[config.mk]
export PLATFORM = sky130hd
export DESIGN_NAME = rbas_bank
export DESIGN_NICKNAME = d
export VERILOG_FILES = /design/src/rbas_pkg.sv /design/src/rbas_latch.sv /design/src/rbas_counter.sv /design/src/rbas_bank.sv
export SDC_FILE = /design/constraint.sdc
export NUM_CORES = 1
export LEC_CHECK = 0
export ABC_AREA = 1
export BUFFER_PORTS_ARGS = -buffer_cell sky130_fd_sc_hd__clkbuf_2
export CORE_UTILIZATION = 25
export CTS_CLUSTER_DIAMETER = 80
export DETAILED_ROUTE_END_ITERATION = 6
export GPL_TIMING_DRIVEN = 0
export PLACE_DENSITY = 0.42
export SYNTH_ARGS = -nofsm -noshare
export SYNTH_HDL_FRONTEND = slang
export SYNTH_SLANG_ARGS = --single-unit
export TNS_END_PERCENT = 1
[constraint.sdc]
create_clock -name clock -period 2.45 [get_ports clock]
set_input_delay 0.1225 -clock clock [delete_from_list [all_inputs] [get_ports clock]]
set_output_delay 0.1225 -clock clock [all_outputs]
set_load 0.03 [all_outputs]
[src/rbas_pkg.sv]
// package: access request carriers and reset values for the bit access bank
package rbas_pkg;
    localparam int          REG_W         = 16;
    localparam int          REG_COUNT     = 8;
    localparam int          ADDR_W        = 3;
    // register indices inside the bank
    localparam logic [2:0]  IDX_CTRL      = 3'h0;
    localparam logic [2:0]  IDX_STATUS    = 3'h1;
    localparam logic [2:0]  IDX_EVENT     = 3'h2;
    localparam logic [2:0]  IDX_COUNT     = 3'h3;
    localparam logic [2:0]  IDX_CMD       = 3'h4;
    localparam logic [2:0]  IDX_PERSIST   = 3'h5;
    localparam logic [2:0]  IDX_WONLY     = 3'h6;
    localparam logic [2:0]  IDX_ID        = 3'h7;
    // reset values
    localparam logic [15:0] CTRL_RST      = 16'h0000;
    localparam logic [15:0] EVENT_RST     = 16'h0000;
    localparam logic [15:0] CMD_RST       = 16'h00F0;
    localparam logic [15:0] PERSIST_RST   = 16'h0000;
    localparam logic [15:0] WONLY_RST     = 16'h0000;
    localparam logic [15:0] ID_VALUE      = 16'h5A5A; // arbitrary identity value
    // field positions in the command register
    localparam int          CMD_CLR_LSB   = 0;
    localparam int          CMD_SS_LSB    = 4;
    localparam int          CMD_FIELD_W   = 4;
    // control register bits held through soft reset
    localparam logic [15:0] CTRL_KEEP_MSK = 16'hFF00;
    // cycles a self clearing or self setting bit holds its written state
    localparam int          SELF_HOLD_CYC = 1;

    typedef struct packed {
        logic              rd;
        logic              wr;
        logic [ADDR_W-1:0] addr;
        logic [REG_W-1:0]  wdata;
    } rbas_req_t;

    typedef struct packed {
        logic             valid;
        logic [REG_W-1:0] rdata;
    } rbas_rsp_t;
endpackage

[src/rbas_latch.sv]
// module: one latched status bit, high or low flavour, released by a register read
`timescale 1ns/1ns
module rbas_latch #(
    parameter bit ACTIVE_HIGH = 1'b1
) (
    input  wire logic clock,
    input  wire logic reset,
    input  wire logic cond,
    input  wire logic rd_release,
    output logic      value
);
    logic held_q;
    logic held_d;
    logic follow_q;
    logic follow_d;
    logic act;

    always_comb begin
        act      = ACTIVE_HIGH ? cond : ~cond;
        // once read with the condition present, the bit tracks the condition until it goes
        follow_d = act && (rd_release || follow_q);
        // a new event in the release cycle is kept; release follows capture of read data
        if (act) begin
            held_d = 1'b1;
        end else if (rd_release || follow_q) begin
            held_d = 1'b0;
        end else begin
            held_d = held_q;
        end
    end

    always_ff @(posedge clock) begin
        if (reset) begin
            held_q   <= 1'b0;
            follow_q <= 1'b0;
        end else begin
            held_q   <= held_d;
            follow_q <= follow_d;
        end
    end

    assign value = ACTIVE_HIGH ? held_q : ~held_q;
endmodule

[src/rbas_counter.sv]
// module: read to clear event counter that saturates
`timescale 1ns/1ns
module rbas_counter #(
    parameter int WIDTH = 16
) (
    input  wire logic             clock,
    input  wire logic             reset,
    input  wire logic             inc,
    input  wire logic             rd_clear,
    output logic      [WIDTH-1:0] count
);
    logic [WIDTH-1:0] cnt_q;
    logic [WIDTH-1:0] cnt_d;

    always_comb begin
        cnt_d = cnt_q;
        if (rd_clear) begin
            cnt_d = inc ? {{(WIDTH-1){1'b0}}, 1'b1} : '0;
        end else if (inc && cnt_q != {WIDTH{1'b1}}) begin
            cnt_d = cnt_q + {{(WIDTH-1){1'b0}}, 1'b1};
        end
    end

    always_ff @(posedge clock) begin
        if (reset) begin
            cnt_q <= '0;
        end else begin
            cnt_q <= cnt_d;
        end
    end

    assign count = cnt_q;
endmodule

[src/rbas_bank.sv]
// module: register bank showing every bit access kind
//
// Contract
// - read only bits return their value and ignore all writes.
// - write only bits take writes; reads give no meaningful data.
// - write one to set: ones set bits, zeros change nothing.
// - write one to clear: ones clear bits, zeros change nothing.
// - any write clears a write any to clear bit; reads show it.
// - read to clear field clears on read; writes do nothing.
// - latch low bit holds a low condition until its register is read.
// - latch high bit holds a high condition until its register is read.
// - self clear bit drops to zero itself; writing zero does nothing.
// - self set bit returns to one itself; writing one does nothing.
// - latched high status stays high until read, even if cause vanished.
// - after read, latched high bit follows its cause.
// - keep on soft reset bits hold their value through soft reset.
// - hot reset persistent fields survive hot and function level reset.
// - read write bits take writes and return current setting.
//
// register map (index: content)
// 0 ctrl: read write, upper byte kept on soft reset
// 1 status: [3:0] latch high, [7:4] latch low, [11:8] live read only
// 2 event: [7:0] set by hardware, one to clear; [15:8] write any to clear
// 3 count: read to clear counter of cnt_inc pulses
// 4 cmd: [3:0] self clear, [7:4] self set, [15:8] write one to set
// 5 persist: read write, kept through hot and function level reset
// 6 wonly: write only, reads zero
// 7 id: read only constant
`timescale 1ns/1ns
module rbas_bank (
    input  wire logic                                 clock,
    input  wire logic                                 reset,
    input  wire logic                                 soft_reset,
    input  wire logic                                 hot_reset,
    input  wire rbas_pkg::rbas_req_t                  req,
    output rbas_pkg::rbas_rsp_t                       rsp,
    input  wire logic                   [3:0]         latch_high_cond,
    input  wire logic                   [3:0]         latch_low_cond,
    input  wire logic                   [3:0]         live_status,
    input  wire logic                   [7:0]         event_set,
    input  wire logic                   [7:0]         write_any_to_clear_set,
    input  wire logic                                 cnt_inc,
    output logic                        [15:0]        ctrl_out,
    output logic                        [15:0]        cmd_out,
    output logic                        [15:0]        persist_out,
    output logic                        [15:0]        wonly_out
);
    localparam int                W         = rbas_pkg::REG_W;
    localparam int                HOLD_W    = $clog2(rbas_pkg::SELF_HOLD_CYC + 1);
    localparam logic [HOLD_W-1:0] HOLD_LOAD = HOLD_W'(rbas_pkg::SELF_HOLD_CYC - 1);

    logic [W-1:0]        ctrl_q;
    logic [W-1:0]        ctrl_d;
    logic [W-1:0]        event_q;
    logic [W-1:0]        event_d;
    logic [W-1:0]        cmd_q;
    logic [W-1:0]        cmd_d;
    logic [HOLD_W-1:0]   hold_q;
    logic [HOLD_W-1:0]   hold_d;
    logic [W-1:0]        persist_q;
    logic [W-1:0]        persist_d;
    logic [W-1:0]        wonly_q;
    logic [W-1:0]        wonly_d;
    rbas_pkg::rbas_rsp_t rsp_q;
    rbas_pkg::rbas_rsp_t rsp_d;
    logic [3:0]          latch_high_val;
    logic [3:0]          latch_low_val;
    logic [W-1:0]        count_val;
    logic                rd_status;
    logic                rd_count;
    logic                wr_ctrl;
    logic                wr_event;
    logic                wr_cmd;
    logic                wr_persist;
    logic                wr_wonly;
    logic [W-1:0]        status_val;

    assign rd_status  = req.rd && req.addr == rbas_pkg::IDX_STATUS;
    assign rd_count   = req.rd && req.addr == rbas_pkg::IDX_COUNT;
    assign wr_ctrl    = req.wr && req.addr == rbas_pkg::IDX_CTRL;
    assign wr_event   = req.wr && req.addr == rbas_pkg::IDX_EVENT;
    assign wr_cmd     = req.wr && req.addr == rbas_pkg::IDX_CMD;
    assign wr_persist = req.wr && req.addr == rbas_pkg::IDX_PERSIST;
    assign wr_wonly   = req.wr && req.addr == rbas_pkg::IDX_WONLY;

    // latched status bits, one per source
    genvar g;
    generate
        for (g = 0; g < 4; g++) begin : g_latch
            rbas_latch #(.ACTIVE_HIGH(1'b1)) u_high (
                .clock      (clock),
                .reset      (reset),
                .cond       (latch_high_cond[g]),
                .rd_release (rd_status),
                .value      (latch_high_val[g])
            );
            rbas_latch #(.ACTIVE_HIGH(1'b0)) u_low (
                .clock      (clock),
                .reset      (reset),
                .cond       (latch_low_cond[g]),
                .rd_release (rd_status),
                .value      (latch_low_val[g])
            );
        end
    endgenerate

    rbas_counter #(.WIDTH(W)) u_cnt (
        .clock    (clock),
        .reset    (reset),
        .inc      (cnt_inc),
        .rd_clear (rd_count),
        .count    (count_val)
    );

    assign status_val = {4'h0, live_status, latch_low_val, latch_high_val};

    // read path: value taken from state before any clear-on-read takes effect
    always_comb begin
        rsp_d.valid = req.rd;
        rsp_d.rdata = rsp_q.rdata;
        if (req.rd) begin
            case (req.addr)
                rbas_pkg::IDX_CTRL:    rsp_d.rdata = ctrl_q;
                rbas_pkg::IDX_STATUS:  rsp_d.rdata = status_val;
                rbas_pkg::IDX_EVENT:   rsp_d.rdata = event_q;
                rbas_pkg::IDX_COUNT:   rsp_d.rdata = count_val;
                rbas_pkg::IDX_CMD:     rsp_d.rdata = cmd_q;
                rbas_pkg::IDX_PERSIST: rsp_d.rdata = persist_q;
                rbas_pkg::IDX_WONLY:   rsp_d.rdata = '0;
                rbas_pkg::IDX_ID:      rsp_d.rdata = rbas_pkg::ID_VALUE;
                default:               rsp_d.rdata = '0;
            endcase
        end
    end

    // control register, read write with a soft reset keep mask
    always_comb begin
        ctrl_d = ctrl_q;
        if (soft_reset) begin
            ctrl_d = (ctrl_q & rbas_pkg::CTRL_KEEP_MSK)
                   | (rbas_pkg::CTRL_RST & ~rbas_pkg::CTRL_KEEP_MSK);
        end else if (wr_ctrl) begin
            ctrl_d = req.wdata;
        end
    end

    // event register: hardware set wins over software clear
    always_comb begin
        event_d = event_q;
        if (soft_reset || hot_reset) begin
            event_d = rbas_pkg::EVENT_RST;
        end else begin
            if (wr_event) begin
                event_d[7:0]  = event_q[7:0] & ~req.wdata[7:0];
                event_d[15:8] = 8'h00;
            end
            event_d[7:0]  = event_d[7:0] | event_set;
            event_d[15:8] = event_d[15:8] | write_any_to_clear_set;
        end
    end

    // command register: self clear, self set, write one to set
    always_comb begin
        cmd_d = cmd_q;
        if (soft_reset || hot_reset) begin
            cmd_d = rbas_pkg::CMD_RST;
        end else begin
            // self clear bits fall and self set bits rise once the hold count runs out
            if (hold_q == '0) begin
                cmd_d[rbas_pkg::CMD_CLR_LSB +: rbas_pkg::CMD_FIELD_W] = '0;
                cmd_d[rbas_pkg::CMD_SS_LSB +: rbas_pkg::CMD_FIELD_W]  = '1;
            end
            if (wr_cmd) begin
                cmd_d[rbas_pkg::CMD_CLR_LSB +: rbas_pkg::CMD_FIELD_W] =
                    req.wdata[rbas_pkg::CMD_CLR_LSB +: rbas_pkg::CMD_FIELD_W];
                cmd_d[rbas_pkg::CMD_SS_LSB +: rbas_pkg::CMD_FIELD_W] =
                    req.wdata[rbas_pkg::CMD_SS_LSB +: rbas_pkg::CMD_FIELD_W];
                cmd_d[15:8] = cmd_q[15:8] | req.wdata[15:8];
            end
        end
    end

    // hold count: self bits keep their written state for a fixed number of cycles
    always_comb begin
        hold_d = hold_q;
        if (soft_reset || hot_reset) begin
            hold_d = '0;
        end else if (wr_cmd) begin
            hold_d = HOLD_LOAD;
        end else if (hold_q != '0) begin
            hold_d = hold_q - HOLD_W'(1);
        end
    end

    // persistent register ignores soft and hot reset, only power-on reset inits it
    always_comb begin
        persist_d = persist_q;
        if (wr_persist) begin
            persist_d = req.wdata;
        end
    end

    // write only register drives logic but never reads back
    always_comb begin
        wonly_d = wonly_q;
        if (soft_reset || hot_reset) begin
            wonly_d = rbas_pkg::WONLY_RST;
        end else if (wr_wonly) begin
            wonly_d = req.wdata;
        end
    end

    always_ff @(posedge clock) begin
        if (reset) begin
            ctrl_q <= rbas_pkg::CTRL_RST;
        end else begin
            ctrl_q <= ctrl_d;
        end
    end

    always_ff @(posedge clock) begin
        if (reset) begin
            event_q <= rbas_pkg::EVENT_RST;
        end else begin
            event_q <= event_d;
        end
    end

    always_ff @(posedge clock) begin
        if (reset) begin
            cmd_q <= rbas_pkg::CMD_RST;
        end else begin
            cmd_q <= cmd_d;
        end
    end

    always_ff @(posedge clock) begin
        if (reset) begin
            hold_q <= '0;
        end else begin
            hold_q <= hold_d;
        end
    end

    always_ff @(posedge clock) begin
        if (reset) begin
            persist_q <= rbas_pkg::PERSIST_RST;
        end else begin
            persist_q <= persist_d;
        end
    end

    always_ff @(posedge clock) begin
        if (reset) begin
            wonly_q <= rbas_pkg::WONLY_RST;
        end else begin
            wonly_q <= wonly_d;
        end
    end

    always_ff @(posedge clock) begin
        if (reset) begin
            rsp_q <= '0;
        end else begin
            rsp_q <= rsp_d;
        end
    end

    assign rsp         = rsp_q;
    assign ctrl_out    = ctrl_q;
    assign cmd_out     = cmd_q;
    assign persist_out = persist_q;
    assign wonly_out   = wonly_q;
endmodule

==> metrics.md <==
| Metric | Value |
|---|---|
| Vias in the first global route | `5712` |
| Multiplexer area fraction after synthesis | `0` |
| Number of antenna-violating nets in the routed design | `0` |
| WHS Endpoint | `cmd_out[9]` |
| Row cnt | `between 50 and 60` |
| Data arrival time at the worst-slack endpoint | `1970 ps` |
| Part of the Yosys area used for sequential elements | `0.448` |
| Pins over their slew limit | `0` |
| Routed vias | `6033` |
| Leakage power figure | `about 0.0036 µW` |
| Max FO, Critical Path | `9` |
| Clock buffer count from CTS | `17` |
| Hold Vio Cnt, Final | `0` |
| Final-report setup violation count | `0` |
| Worst clock skew | `between 9 and 10 ps` |
| Kind of start point of the critical path | `flip-flop` |
| Worst slew margin relative to its limit | `0.558` |
| Source of the worst hold timing path | `req[9]` |
| I/O Buffers | `132` |
| Layout area overhead | `33.2%` |
| Source of the worst register-to-register timing path | `u_cnt.count[1]` |
| Clock latency on the worst-skew pair | `430 ps` |
| Unrepaired setup endpoints after global routing | `false` |
| Register-to-register setup slack | `760 ps` |
| Syn. warnings | `0` |
| Vias per cell | `4.62` |
| Final Net Count | `1064` |
| Clock Pin Slew Worst Setup and Hold Paths | `70 ps` |
| Number of library cell types mapped by synthesis | `31` |
| DIE AREA | `approximately 24000 µm²` |
| Total Routing Usage GR | `0.198` |
| Measured slew at the worst slew-check pin | `663 ps` |
| Required time at the endpoint of the critical path | `2730 ps` |
| H-tree levels | `4` |
| Initial cell density of the core | `0.256` |
| Number of antenna violations at the first check in global routing | `0` |
| Final period util | `0.691` |
| Chip width | `~150 µm` |
| Post-Synthesis Net Count | `881` |
| Max frequency | `591 MHz` |
| Number of DRC markers after the initial detailed-route iteration | `346` |
| Share of cells above drive strength 1 | `0.207` |
| Average wire per standard cell | `about 18 µm` |
| Half-perimeter wire length after detailed placement | `17.5 mm` |
| Synth Register Bits | `130` |
| Cells on Worst Hold Path | `3` |
| Count of fill cells added during filler insertion | `2528` |
| Antenna Cells | `0` |
| Total congestion overflow after global routing | `0` |
| Initial DRT Pass Iterations | `5` |
| Worst Reg-to-Reg Cells | `8` |
| Ports placed on the boundary | `135` |
| Setup TNS | `0 ps` |
| Final weighted congestion in routability-driven placement | `0.852` |
| Crit end category | `flip-flop` |
| Combinational family with the most area after synthesis | `simple AND/OR/NAND/NOR gates` |
| Y dimension of the die | `155 µm` |
| Area of the core region | `22700 µm²` |
| Wire length of the first global-routing pass | `34.4 mm` |
| Total power | `5340 µW` |
| Post-synthesis cell count | `826` |
| Maximum vdd ir drop | `0.364 mV` |
| Synthesized-area fraction occupied by and/or/nand/nor cells | `0.293` |
| Slack of the critical path | `757 ps` |
| Clock Tree Buf Depth | `2` |
| Clock Tree Root | `clkbuf_16` |
| Maxcap violations | `0` |
| CTS tree | `yes` |
| Area fraction in compound gates after synthesis | `0.153` |
| Critical setup path kind | `flip-flop to flip-flop` |
| Shortest clock period the worst path allows after layout | `1690 ps` |
| Pin count of the biggest net entering global routing | `17` |
| Outcome | `finished, final reports clean` |
| Average size of a mapped cell | `7.04 µm²` |
| Count of unresolved DRC violations after routing | `0` |
| Post-synth design cell area | `5820 µm²` |
| Clock net sink count | `130` |
| Power density over cell area | `between 600 and 700 nW/µm²` |
| DRT Wirelength | `between 20 and 25 mm` |
| Area share of fa/ha/maj cells after synthesis | `0.00215` |
| R2r endpoint | `u_cnt.count[0]` |
| Placement Setup Slack | `739 ps` |
| Post-Synth XOR/XNOR Area | `0.00753` |
| Worst min-delay path class | `input port to flip-flop` |
Yosys cell counts:
cell        n  area share
nand4_1    20       0.022
clkinv_1    2      0.0013
nor2_8      2      0.0069
buf_2      21       0.018
buf_4       4      0.0052
nor2_2      5      0.0054
o22ai_1     4      0.0043
xnor2_1     1      0.0015
nand4_2     1      0.0022
inv_1      77       0.050
o21bai_1    2      0.0026
nand2_1   177        0.11
nor3_1      1     0.00086
a211oi_1    3      0.0039
buf_6       6       0.012
nand3_1    75       0.065
conb_1      1     0.00064
o21ai_0    67       0.058
ha_1        1      0.0022
nor2_4      1      0.0019
o21ai_4     1      0.0028
a21oi_1    93       0.080
nand3b_1    1      0.0013
nand2_2     4      0.0043
clkbuf_1   13      0.0084
inv_2       3      0.0019
dfxtp_1   130        0.45
xor2_1      4      0.0060
nand2_4     2      0.0039
nor2_1    103       0.066
a21boi_0    1      0.0013
registers in the layout (all words and copies together), names as in the netlist, 16 cells and up:
signal,count
cmd_out,16
ctrl_out,16
event_q,16
persist_out,16
rsp,17
u_cnt.count,16
wonly_out,16
cell families (layout without fill, tap and decap cells):
family,after synthesis,in the layout
DFF,130,130
other,1,1
adders and majority gates,1,1
AOI/OAI and AO/OA,171,171
and+or+nand+nor,392,392
xor gates and xnor gates,5,5
buffers and inverters,126,322
worst max-delay path, cell delays in order, from the launching register on:
cell	delay (ps)
dfxtp_1	430
ha_1	260
nand2_1	70
nor2_1	90
nand2_1	140
o21ai_4	310
nand2_1	120
nand2_1	80
a21oi_1	50
where the power goes:
part	total, µW	internal, µW	switching [µW]	leakage, µW
Sequential	2210	2170	43.6	0.00106
Combinational	517	172	345	0.00221
Clock	2610	1550	1060	0.000288
per-layer routing:
layer / share of wire / routed length (µm) / track usage
met1: 0.47 / 10700 / 0.262
met2: 0.48 / 11000 / 0.327
met3: 0.042 / 957 / 0.0387
met4: 0.012 / 275 / 0.0542
met5: 0 / 0 / 0
how the worst max path moves through the flow:
stage | start | end | slack, ps | depth (start not counted)
2_1_floorplan | u_cnt.count[0] | u_cnt.count[8] | 1020 | 11
6_report | u_cnt.count[1] | u_cnt.count[0] | 760 | 8
5_1_grt | u_cnt.count[0] | u_cnt.count[0] | 610 | 8
3_3_place_gp | u_cnt.count[1] | u_cnt.count[0] | 730 | 8
4_1_cts | u_cnt.count[0] | u_cnt.count[0] | 730 | 8
3_5_place_dp | u_cnt.count[1] | u_cnt.count[0] | 740 | 8
what timing repair did:
action	CTS	global route
setup buffers	0	0
hold endpoints to repair	43	0
hold buffers	32	0
resized for setup	0	0
area by class of cell:
cell class,instances,area (µm²),area share
plain buffers,44,251,0.0325
clock inverters,12,149,0.0192
inverters,82,308,0.0397
clock buffers,20,447,0.0576
multi-input cells,570,2650,0.342
well taps,285,357,0.0460
flip-flops and latches,130,2600,0.336
repair buffers,164,981,0.127
through the flow:
stage	utilization	hold slack [ps]	instance area [µm²]	std cells
after CTS	0.341	2.42	7750	1307
after floorplan	-	200	5820	826
final	0.341	27.3	7750	1307
after global placement	0.301	314	6830	1243
after detailed placement	0.301	317	6830	1243
after global routing	0.341	23.9	7750	1307
placed cells by master (no fill, tap or decap), types with 4 or more instances in the layout:
cell type | synthesis | layout
a21oi_1 | 93 | 93
buf_2 | 21 | 21
buf_4 | 4 | 4
buf_6 | 6 | 6
clkbuf_1 | 13 | 15
clkbuf_16 | 0 | 17
clkbuf_2 | 0 | 132
clkinv_4 | 0 | 5
dfxtp_1 | 130 | 130
dlygate4sd3_1 | 0 | 32
inv_1 | 77 | 77
nand2_1 | 177 | 177
nand2_2 | 4 | 4
nand3_1 | 75 | 75
nand4_1 | 20 | 20
nor2_1 | 103 | 103
nor2_2 | 5 | 5
o21ai_0 | 67 | 67
o22ai_1 | 4 | 4
xor2_1 | 4 | 4
No activity file was read; power rests on OpenSTA's default activity.
